**src/smbus_cs_cfg.svh**
```systemverilog
// register addresses, field positions and reset values of the serial bus control/status registers
// assumes an 8-bit special-function register port with a page select
`ifndef SMBUS_CS_CFG_SVH
`define SMBUS_CS_CFG_SVH
`define SB_CS_ADDR      8'hC0
`define SB_PAGE0        4'h0
`define SB_PAGEF        4'hF
`define SB_CS_RESET     8'h00
`define SB_BIT_CTRL     7
`define SB_BIT_TXDIR    6
`define SB_BIT_BEGIN    5
`define SB_BIT_HALT     4
`define SB_BIT_ACKRQ    3
`define SB_BIT_ARBLOST  2
`define SB_BIT_ACK      1
`define SB_BIT_SERVICE  0
`endif

```
**src/smbus_cs_pkg.sv**
```systemverilog
// types shared by the control/status block and its per-interface register slice
// assumes nothing of its surroundings
package smbus_cs_pkg;
  typedef logic [7:0] byte_t;
endpackage

```
**src/smbus_cs_if.sv**
```systemverilog
// bundle between the register port decode and one interface's register slice
// assumes a single clock domain
interface smbus_cs_if;
  import smbus_cs_pkg::*;
  logic  wr;
  logic  bit_wr;
  logic  [2:0] bit_sel;
  logic  bit_val;
  byte_t wdata;
  byte_t rdata;
  modport top (output wr, bit_wr, bit_sel, bit_val, wdata, input rdata);
  modport slice (input wr, bit_wr, bit_sel, bit_val, wdata, output rdata);
endinterface

```
**src/smbus_cs_slice.sv**
```systemverilog
// one interface's control/status register and its hardware set/clear logic
// assumes engine events are single-cycle pulses on core_clk_i
`include "smbus_cs_cfg.svh"
module smbus_cs_slice
  import smbus_cs_pkg::*;
(
  input  wire logic core_clk_i,
  input  wire logic rst_i,
  smbus_cs_if.slice bus,
  input  wire logic master_set_i,
  input  wire logic master_clr_i,
  input  wire logic tx_set_i,
  input  wire logic tx_clr_i,
  input  wire logic start_det_i,
  input  wire logic stop_det_i,
  input  wire logic stop_sent_i,
  input  wire logic byte_rx_i,
  input  wire logic ack_cycle_i,
  input  wire logic ack_rx_valid_i,
  input  wire logic ack_rx_i,
  input  wire logic arb_lost_i,
  input  wire logic event_i,
  input  wire logic hw_ack_en_i,
  output logic      gen_start_o,
  output logic      gen_stop_o,
  output logic      ack_out_o,
  output logic      ack_written_o,
  output logic      hold_scl_o,
  output logic      advance_o
);
  logic controller_indicator, transmit_direction, begin_flag, halt_flag;
  logic acknowledge_request, arbitration_lost, ack_bit, service_flag, ack_wr_seen;
  logic [7:0] wbits, wmask;

  // byte write touches all bits, bit write one bit
  always_comb begin
    wmask = bus.wr ? 8'hFF : (bus.bit_wr ? (8'h01 << bus.bit_sel) : 8'h00);
    wbits = bus.wr ? bus.wdata : (bus.bit_val ? 8'hFF : 8'h00);
  end

  always_ff @(posedge core_clk_i or posedge rst_i) begin
    if (rst_i) controller_indicator <= 1'b0;
    else if (master_set_i) controller_indicator <= 1'b1;
    else if (master_clr_i | arb_lost_i) controller_indicator <= 1'b0;
  end

  always_ff @(posedge core_clk_i or posedge rst_i) begin
    if (rst_i) transmit_direction <= 1'b0;
    else if (tx_set_i) transmit_direction <= 1'b1;
    else if (tx_clr_i | start_det_i | arb_lost_i) transmit_direction <= 1'b0;
  end

  // hardware detection wins over a software clear in the same cycle
  always_ff @(posedge core_clk_i or posedge rst_i) begin
    if (rst_i) begin_flag <= 1'b0;
    else if (start_det_i) begin_flag <= 1'b1;
    else if (wmask[`SB_BIT_BEGIN]) begin_flag <= wbits[`SB_BIT_BEGIN];
  end

  always_ff @(posedge core_clk_i or posedge rst_i) begin
    if (rst_i) halt_flag <= 1'b0;
    else if (stop_det_i & ~controller_indicator) halt_flag <= 1'b1;
    else if (stop_sent_i) halt_flag <= 1'b0;
    else if (wmask[`SB_BIT_HALT]) halt_flag <= wbits[`SB_BIT_HALT];
  end

  always_ff @(posedge core_clk_i or posedge rst_i) begin
    if (rst_i) acknowledge_request <= 1'b0;
    else if (byte_rx_i & ~hw_ack_en_i) acknowledge_request <= 1'b1;
    else if (ack_cycle_i) acknowledge_request <= 1'b0;
  end

  logic svc_clear;
  assign svc_clear = wmask[`SB_BIT_SERVICE] & ~wbits[`SB_BIT_SERVICE];

  always_ff @(posedge core_clk_i or posedge rst_i) begin
    if (rst_i) arbitration_lost <= 1'b0;
    else if (arb_lost_i) arbitration_lost <= 1'b1;
    else if (svc_clear) arbitration_lost <= 1'b0;
  end

  always_ff @(posedge core_clk_i or posedge rst_i) begin
    if (rst_i) service_flag <= 1'b0;
    else if (event_i | arb_lost_i) service_flag <= 1'b1;
    else if (wmask[`SB_BIT_SERVICE]) service_flag <= wbits[`SB_BIT_SERVICE];
  end

  // with hardware acknowledge off, unwritten acknowledge defaults to nack when the byte is released
  always_ff @(posedge core_clk_i or posedge rst_i) begin
    if (rst_i) begin
      ack_bit <= 1'b0;
      ack_wr_seen <= 1'b0;
    end else if (wmask[`SB_BIT_ACK]) begin
      ack_bit <= wbits[`SB_BIT_ACK];
      ack_wr_seen <= 1'b1;
    end else if (ack_rx_valid_i) begin
      ack_bit <= ack_rx_i;
    end else if (byte_rx_i) begin
      ack_wr_seen <= 1'b0;
    end
  end

  assign gen_start_o   = begin_flag & ~service_flag;
  assign gen_stop_o    = halt_flag & controller_indicator;
  assign ack_out_o     = ack_bit & (ack_wr_seen | hw_ack_en_i);
  assign ack_written_o = ack_wr_seen;
  assign hold_scl_o    = service_flag;
  // a lost arbitration in the same cycle re-raises the flag, so no advance then
  assign advance_o     = svc_clear & service_flag & ~event_i & ~arb_lost_i;
  assign bus.rdata = {controller_indicator, transmit_direction, begin_flag, halt_flag,
                      acknowledge_request, arbitration_lost, ack_bit, service_flag};
endmodule

```
**src/smbus_control_status.sv**
```systemverilog
// control/status registers of two independent serial bus interfaces on the sfr port
// assumes engine event inputs are synchronous one-cycle pulses from core_clk_i logic
// Operation
// - bit 7 reads 1 while acting as bus master, 0 as slave.
// - bit 6 reads 1 while transmitting current byte, 0 while receiving.
// - bit 5 reads 1 once a start or repeated start is detected.
// - writing 1 to bit 5 as master requests a start.
// - bit 4 reads 1 on slave stop detect or pending master stop.
// - writing 1 to bit 4 as master sends stop, hardware then clears it.
// - bit 2 reads 1 after arbitration was lost.
// - hardware sets bit 0; software clears; clock held low while set.
// - first register at 0xC0 page 0, bit-addressable, resets to zero.
// - second register at 0xC0 page F, same layout, bit-addressable.
// - clearing the interrupt flag also clears arbitration lost.
// - software acknowledge mode sets ack request per received byte.
// - receiver sends written ack value or nack; transmitter reads received ack.
`include "smbus_cs_cfg.svh"
module smbus_control_status
  import smbus_cs_pkg::*;
#(
  parameter int N_IF = 2
) (
  input  wire logic            core_clk_i,
  input  wire logic            rst_i,
  input  wire logic [7:0]      sfr_addr_i,
  input  wire logic [3:0]      sfr_page_i,
  input  wire logic            sfr_wr_i,
  input  wire logic            sfr_bit_wr_i,
  input  wire logic [2:0]      sfr_bit_sel_i,
  input  wire logic            sfr_bit_val_i,
  input  wire logic [7:0]      sfr_wdata_i,
  output logic      [7:0]      sfr_rdata_o,
  output logic                 sfr_hit_o,
  input  wire logic [N_IF-1:0] master_set_i,
  input  wire logic [N_IF-1:0] master_clr_i,
  input  wire logic [N_IF-1:0] tx_set_i,
  input  wire logic [N_IF-1:0] tx_clr_i,
  input  wire logic [N_IF-1:0] start_det_i,
  input  wire logic [N_IF-1:0] stop_det_i,
  input  wire logic [N_IF-1:0] stop_sent_i,
  input  wire logic [N_IF-1:0] byte_rx_i,
  input  wire logic [N_IF-1:0] ack_cycle_i,
  input  wire logic [N_IF-1:0] ack_rx_valid_i,
  input  wire logic [N_IF-1:0] ack_rx_i,
  input  wire logic [N_IF-1:0] arb_lost_i,
  input  wire logic [N_IF-1:0] event_i,
  input  wire logic [N_IF-1:0] hardware_acknowledge_enable_i,
  output logic      [N_IF-1:0] gen_start_o,
  output logic      [N_IF-1:0] gen_stop_o,
  output logic      [N_IF-1:0] ack_out_o,
  output logic      [N_IF-1:0] ack_written_o,
  output logic      [N_IF-1:0] hold_scl_o,
  output logic      [N_IF-1:0] advance_o
);
  // page select decides which interface a 0xC0 access reaches
  function automatic logic page_hit(input logic [7:0] a, input logic [3:0] p, input logic [3:0] want);
    page_hit = (a == `SB_CS_ADDR) && (p == want);
  endfunction

  logic [N_IF-1:0] sel;
  byte_t           rd [N_IF];

  genvar g;
  generate
    for (g = 0; g < N_IF; g++) begin : gen_if
      smbus_cs_if cs ();
      // interface 0 in page 0, interface 1 in page F
      assign sel[g]        = page_hit(sfr_addr_i, sfr_page_i, (g == 0) ? `SB_PAGE0 : `SB_PAGEF);
      assign cs.wr         = sfr_wr_i & sel[g];
      assign cs.bit_wr     = sfr_bit_wr_i & sel[g];
      assign cs.bit_sel    = sfr_bit_sel_i;
      assign cs.bit_val    = sfr_bit_val_i;
      assign cs.wdata      = sfr_wdata_i;
      assign rd[g]         = cs.rdata;
      smbus_cs_slice u_slice (
        .core_clk_i     (core_clk_i),
        .rst_i          (rst_i),
        .bus            (cs.slice),
        .master_set_i   (master_set_i[g]),
        .master_clr_i   (master_clr_i[g]),
        .tx_set_i       (tx_set_i[g]),
        .tx_clr_i       (tx_clr_i[g]),
        .start_det_i    (start_det_i[g]),
        .stop_det_i     (stop_det_i[g]),
        .stop_sent_i    (stop_sent_i[g]),
        .byte_rx_i      (byte_rx_i[g]),
        .ack_cycle_i    (ack_cycle_i[g]),
        .ack_rx_valid_i (ack_rx_valid_i[g]),
        .ack_rx_i       (ack_rx_i[g]),
        .arb_lost_i     (arb_lost_i[g]),
        .event_i        (event_i[g]),
        .hw_ack_en_i    (hardware_acknowledge_enable_i[g]),
        .gen_start_o    (gen_start_o[g]),
        .gen_stop_o     (gen_stop_o[g]),
        .ack_out_o      (ack_out_o[g]),
        .ack_written_o  (ack_written_o[g]),
        .hold_scl_o     (hold_scl_o[g]),
        .advance_o      (advance_o[g])
      );
    end
  endgenerate

  // read mux is combinational; unmapped reads return zero
  always_comb begin
    sfr_rdata_o = `SB_CS_RESET;
    for (int i = 0; i < N_IF; i++) begin
      if (sel[i]) sfr_rdata_o = rd[i];
    end
  end
  assign sfr_hit_o = |sel;
endmodule

```
**config.mk**
```make
export PLATFORM = sky130hd
export DESIGN_NAME = smbus_control_status
export DESIGN_NICKNAME = d
export VERILOG_FILES = /design/src/smbus_cs_pkg.sv /design/src/smbus_cs_if.sv /design/src/smbus_cs_slice.sv /design/src/smbus_control_status.sv
export VERILOG_INCLUDE_DIRS = /design/src
export SDC_FILE = /design/constraint.sdc
export NUM_CORES = 1
export LEC_CHECK = 0
export ABC_AREA = 1
export CORE_MARGIN = 3
export CORE_UTILIZATION = 42
export DETAILED_ROUTE_END_ITERATION = 12
export DONT_BUFFER_PORTS = 1
export PLACE_DENSITY_LB_ADDON = 0.12
export SYNTH_ARGS = -nofsm -noshare
export SYNTH_HDL_FRONTEND = slang
export SYNTH_SLANG_ARGS = --single-unit
export TNS_END_PERCENT = 1
```
**constraint.sdc**
```tcl
create_clock -name core_clk_i -period 2 [get_ports core_clk_i]
set_input_delay 0.2 -clock core_clk_i [delete_from_list [all_inputs] [get_ports core_clk_i]]
set_output_delay 0.2 -clock core_clk_i [all_outputs]
set_load 0.02 [all_outputs]
```
==> results.py <==
metrics = {
    "outcome": {
        "status": "finished clean",
    },
    "finish": {
        "areaGrowthSynthToFinish_pct": 9.28,
        "drive_gt1_share_pct": 9.60,
        "seqCellArea_um2": 450,
        "fill_cells": 307,
        "num-nets-final": 255,
        "antenna_cells": 0,
        "final_common_cell": "nand2_1",
        "multi_input_area_um2": 633,
        "fin_cells": 229,
        "layout_common_cells": "nand2_1, inv_1, nand3_1, dfrtp_1, nor2_1",
    },
    "logic_synthesis": {
        "synth_adder_area_share_pct": 0,
        "yosysTopAreaCellShare_pct": 34.8,
        "synth_cells": 193,
        "syn_area_um2": 1290,
        "synth_mux_area_share_pct": 0,
        "synth_cell_type_count": 17,
        "synth.net_count": 249,
        "avgSynthCellArea_um2": 6.71,
        "synth_compound_area_share_pct": 8.02,
        "ys_ff_latch": 18,
        "synth_area_leaders": "dfrtp_1, nand2_1, nand3_1",
        "synth.yosys.seq_area_share_pct": 34.8,
        "yosysWarnings": 0,
        "synth_top_family_by_area": "simple AND/OR/NAND/NOR gates",
        "yosys.area_share.simple_pct": 40.5,
        "synth-xor-area-share_pct": 0,
        "yosys.area.top_type": "dfrtp_1",
    },
    "sta": {
        "finalCriticalPeriod_ns": 1.67,
        "fmax_ghz": 0.600,
        "finalClockSkew_ns": 0.000126,
        "slew_violations": 0,
        "finalSetupTns_ns": 0,
        "max_slew_margin_pct": 53.3,
        "setup_viol": 0,
        "worstMarginPinSlew_ns": 0.700,
        "fin_crit_sh_pct": 83.3,
        "finalHoldViolations": 0,
        "rsz0062_at_grt": "no",
        "setup_slack_ns": 0.333,
    },
    "cts": {
        "clock_sinks": 18,
        "htreeDepth": 1,
        "cts_buffer_depth": 2,
        "cts_buffers": 3,
        "cts_post_setup_buffers_inserted": 0,
        "cts_tree": "yes",
        "clk_pin_slew_ns": 0.11,
        "cts_root_buf": "clkbuf_4",
        "insertion_delay_ns": 0.29,
    },
    "power": {
        "p_leak_nw": 0.760,
        "vdd_ir_drop_max_mv": 0.343,
        "power_density_nw_per_um2": 510,
    },
    "place": {
        "place_inst": 214,
        "io_buffers": 0,
        "gp_congestion": 0.834,
        "pre_cts_ws_ns": 0.197,
        "dp_hpwl_mm": 2.62,
    },
    "floorplanning": {
        "initial_core_util_pct": 45.4,
        "die_area_um2": 3790,
        "core_area_um2": 2850,
        "die_w_um": 61.5,
        "ios": 77,
        "row_count": 19,
        "fp.dieH_um": 61.5,
    },
    "worst_setup_path": {
        "crit_chain": "nor2_1 -> nand2_1 -> nor2_4 -> nand3_1 -> inv_1 -> nand2_1 -> nand3_1 -> nor2_1 -> buf_4",
        "cp-start-kind": "input pin",
        "arrival_ns": 1.47,
        "max_stage_delay_ns": 0.27,
        "crit_required_ns": 1.80,
        "path_max_fanout": 10,
        "startpoint": "sfr_addr_i[3]",
        "critical_path_class": "input pin to output port",
        "reg2reg_from": "gen_if[1].u_slice.acknowledge_request$_DFFE_PP0P_",
        "endpoint_kind": "output port",
        "cp_slowest_cell": "nand3_1",
    },
    "drt": {
        "vias": 1254,
        "routed_via_density": 5.48,
        "wire_per_inst_um": 14.0,
        "firstDrtPassIters": 4,
        "drtIter0Drc": 48,
        "drtAntennaViolNets": 0,
        "drc": 0,
        "routed_wl_mm": 3.21,
    },
    "global_route": {
        "grt_pass1_wl_mm": 5.27,
        "first_global_vias": 1265,
        "antenna_found_initial": 0,
        "overflow": 0,
        "grt_start_max_net_pins": 19,
        "grt_use_total_pct": 18.4,
    },
    "job": {
        "drv_cap": 0,
    },
    "hold_path": {
        "hold_path_class": "input pin to register",
        "hp-start": "arb_lost_i[1]",
    },
}
## sequential cells by signal (all words and copies together) (netlist names)
register / cells
gen_if.u_slice.ack_bit: 2
gen_if.u_slice.ack_written_o: 2
gen_if.u_slice.acknowledge_request: 2
gen_if.u_slice.arbitration_lost: 2
gen_if.u_slice.begin_flag: 2
gen_if.u_slice.controller_indicator: 2
gen_if.u_slice.halt_flag: 2
gen_if.u_slice.hold_scl_o: 2
gen_if.u_slice.transmit_direction: 2
## layout make-up
| class | count | share of cell area (%) |
|---|---|---|
| clock buffers | 4 | 2.56 |
| inverters | 27 | 7.16 |
| multi-input cells | 132 | 44.7 |
| flip-flops and latches | 18 | 31.8 |
| well taps | 31 | 2.74 |
| repair buffers | 17 | 11.0 |
## cells by family (layout without fill, tap and decap cells)
kind of cell	Yosys count	count (layout)
simple gates	115	115
compound gates	17	17
flops	18	18
buf+inv	43	48
## final timing paths
kind | slack [ns] | to | cells after the start
worst max register to register | 0.82 | gen_if[1].u_slice.acknowledge_request$_DFFE_PP0P_ | 3
worst min register to register | 0.49 | gen_if[1].u_slice.arbitration_lost$_DFFE_PP0P_ | 2
min in group asynchronous | 0.44 | gen_if[1].u_slice.hold_scl_o$_DFFE_PP0P_ | 2
worst min-delay path | 0.01 | gen_if[1].u_slice.hold_scl_o$_DFFE_PP0P_ | 2
max in group asynchronous | 1.11 | gen_if[0].u_slice.arbitration_lost$_DFFE_PP0P_ | 2
worst max-delay path | 0.33 | advance_o[0] | 9
## power by group
part,leakage (nW),internal (W),switching [W]
combinational,0.540,0.0000445,0.0000608
clock,0.0210,0.000111,0.000117
sequential,0.199,0.000381,0.00000842
## per-layer routing
metal  wire length (µm)  global-route usage [%]  vias to the layer above
li1                   -                       -                      625
met1               1280                    21.3                      569
met2               1530                    31.8                       56
met3                360                    7.76                        4
met4                 33                    3.64                        0
met5                  0                       0                        -
## timing repair
item	in CTS	in global routing
endpoints found under the setup margin	0	1
hold endpoints to repair	24	2
gates resized for setup	0	1
hold buffers	9	2
## cell usage after synthesis (all sizes together)
cell type,count
a21oi,2
and2,1
buf,16
dfrtp,18
inv,27
nand2,55
nand3,24
nand4,12
nor2,19
nor3,4
o21ai,4
o21bai,4
o22ai,7
## worst max-delay path: cells and delay by family
kind	cells	cell delay, ns
buffers and inverters	2	0.32
AND/OR/NAND/NOR	7	0.93
## stage by stage
| stage | total power, W | utilization (%) | area (µm²) | hold WS (ns) |
|---|---|---|---|---|
| 6_report | 0.000722 | 49.6 | 1420 | 0.0146 |
| 2_1_floorplan | 0.000475 | - | 1290 | 0.139 |
| 4_1_cts | 0.000728 | 48.7 | 1390 | 0.00496 |
| 3_3_place_gp | 0.000482 | 44.3 | 1260 | 0.258 |
| 5_1_grt | 0.000773 | 49.6 | 1420 | -0.00154 |
| 3_5_place_dp | 0.000485 | 44.3 | 1260 | 0.255 |
No activity file was read; power rests on OpenSTA's default activity.
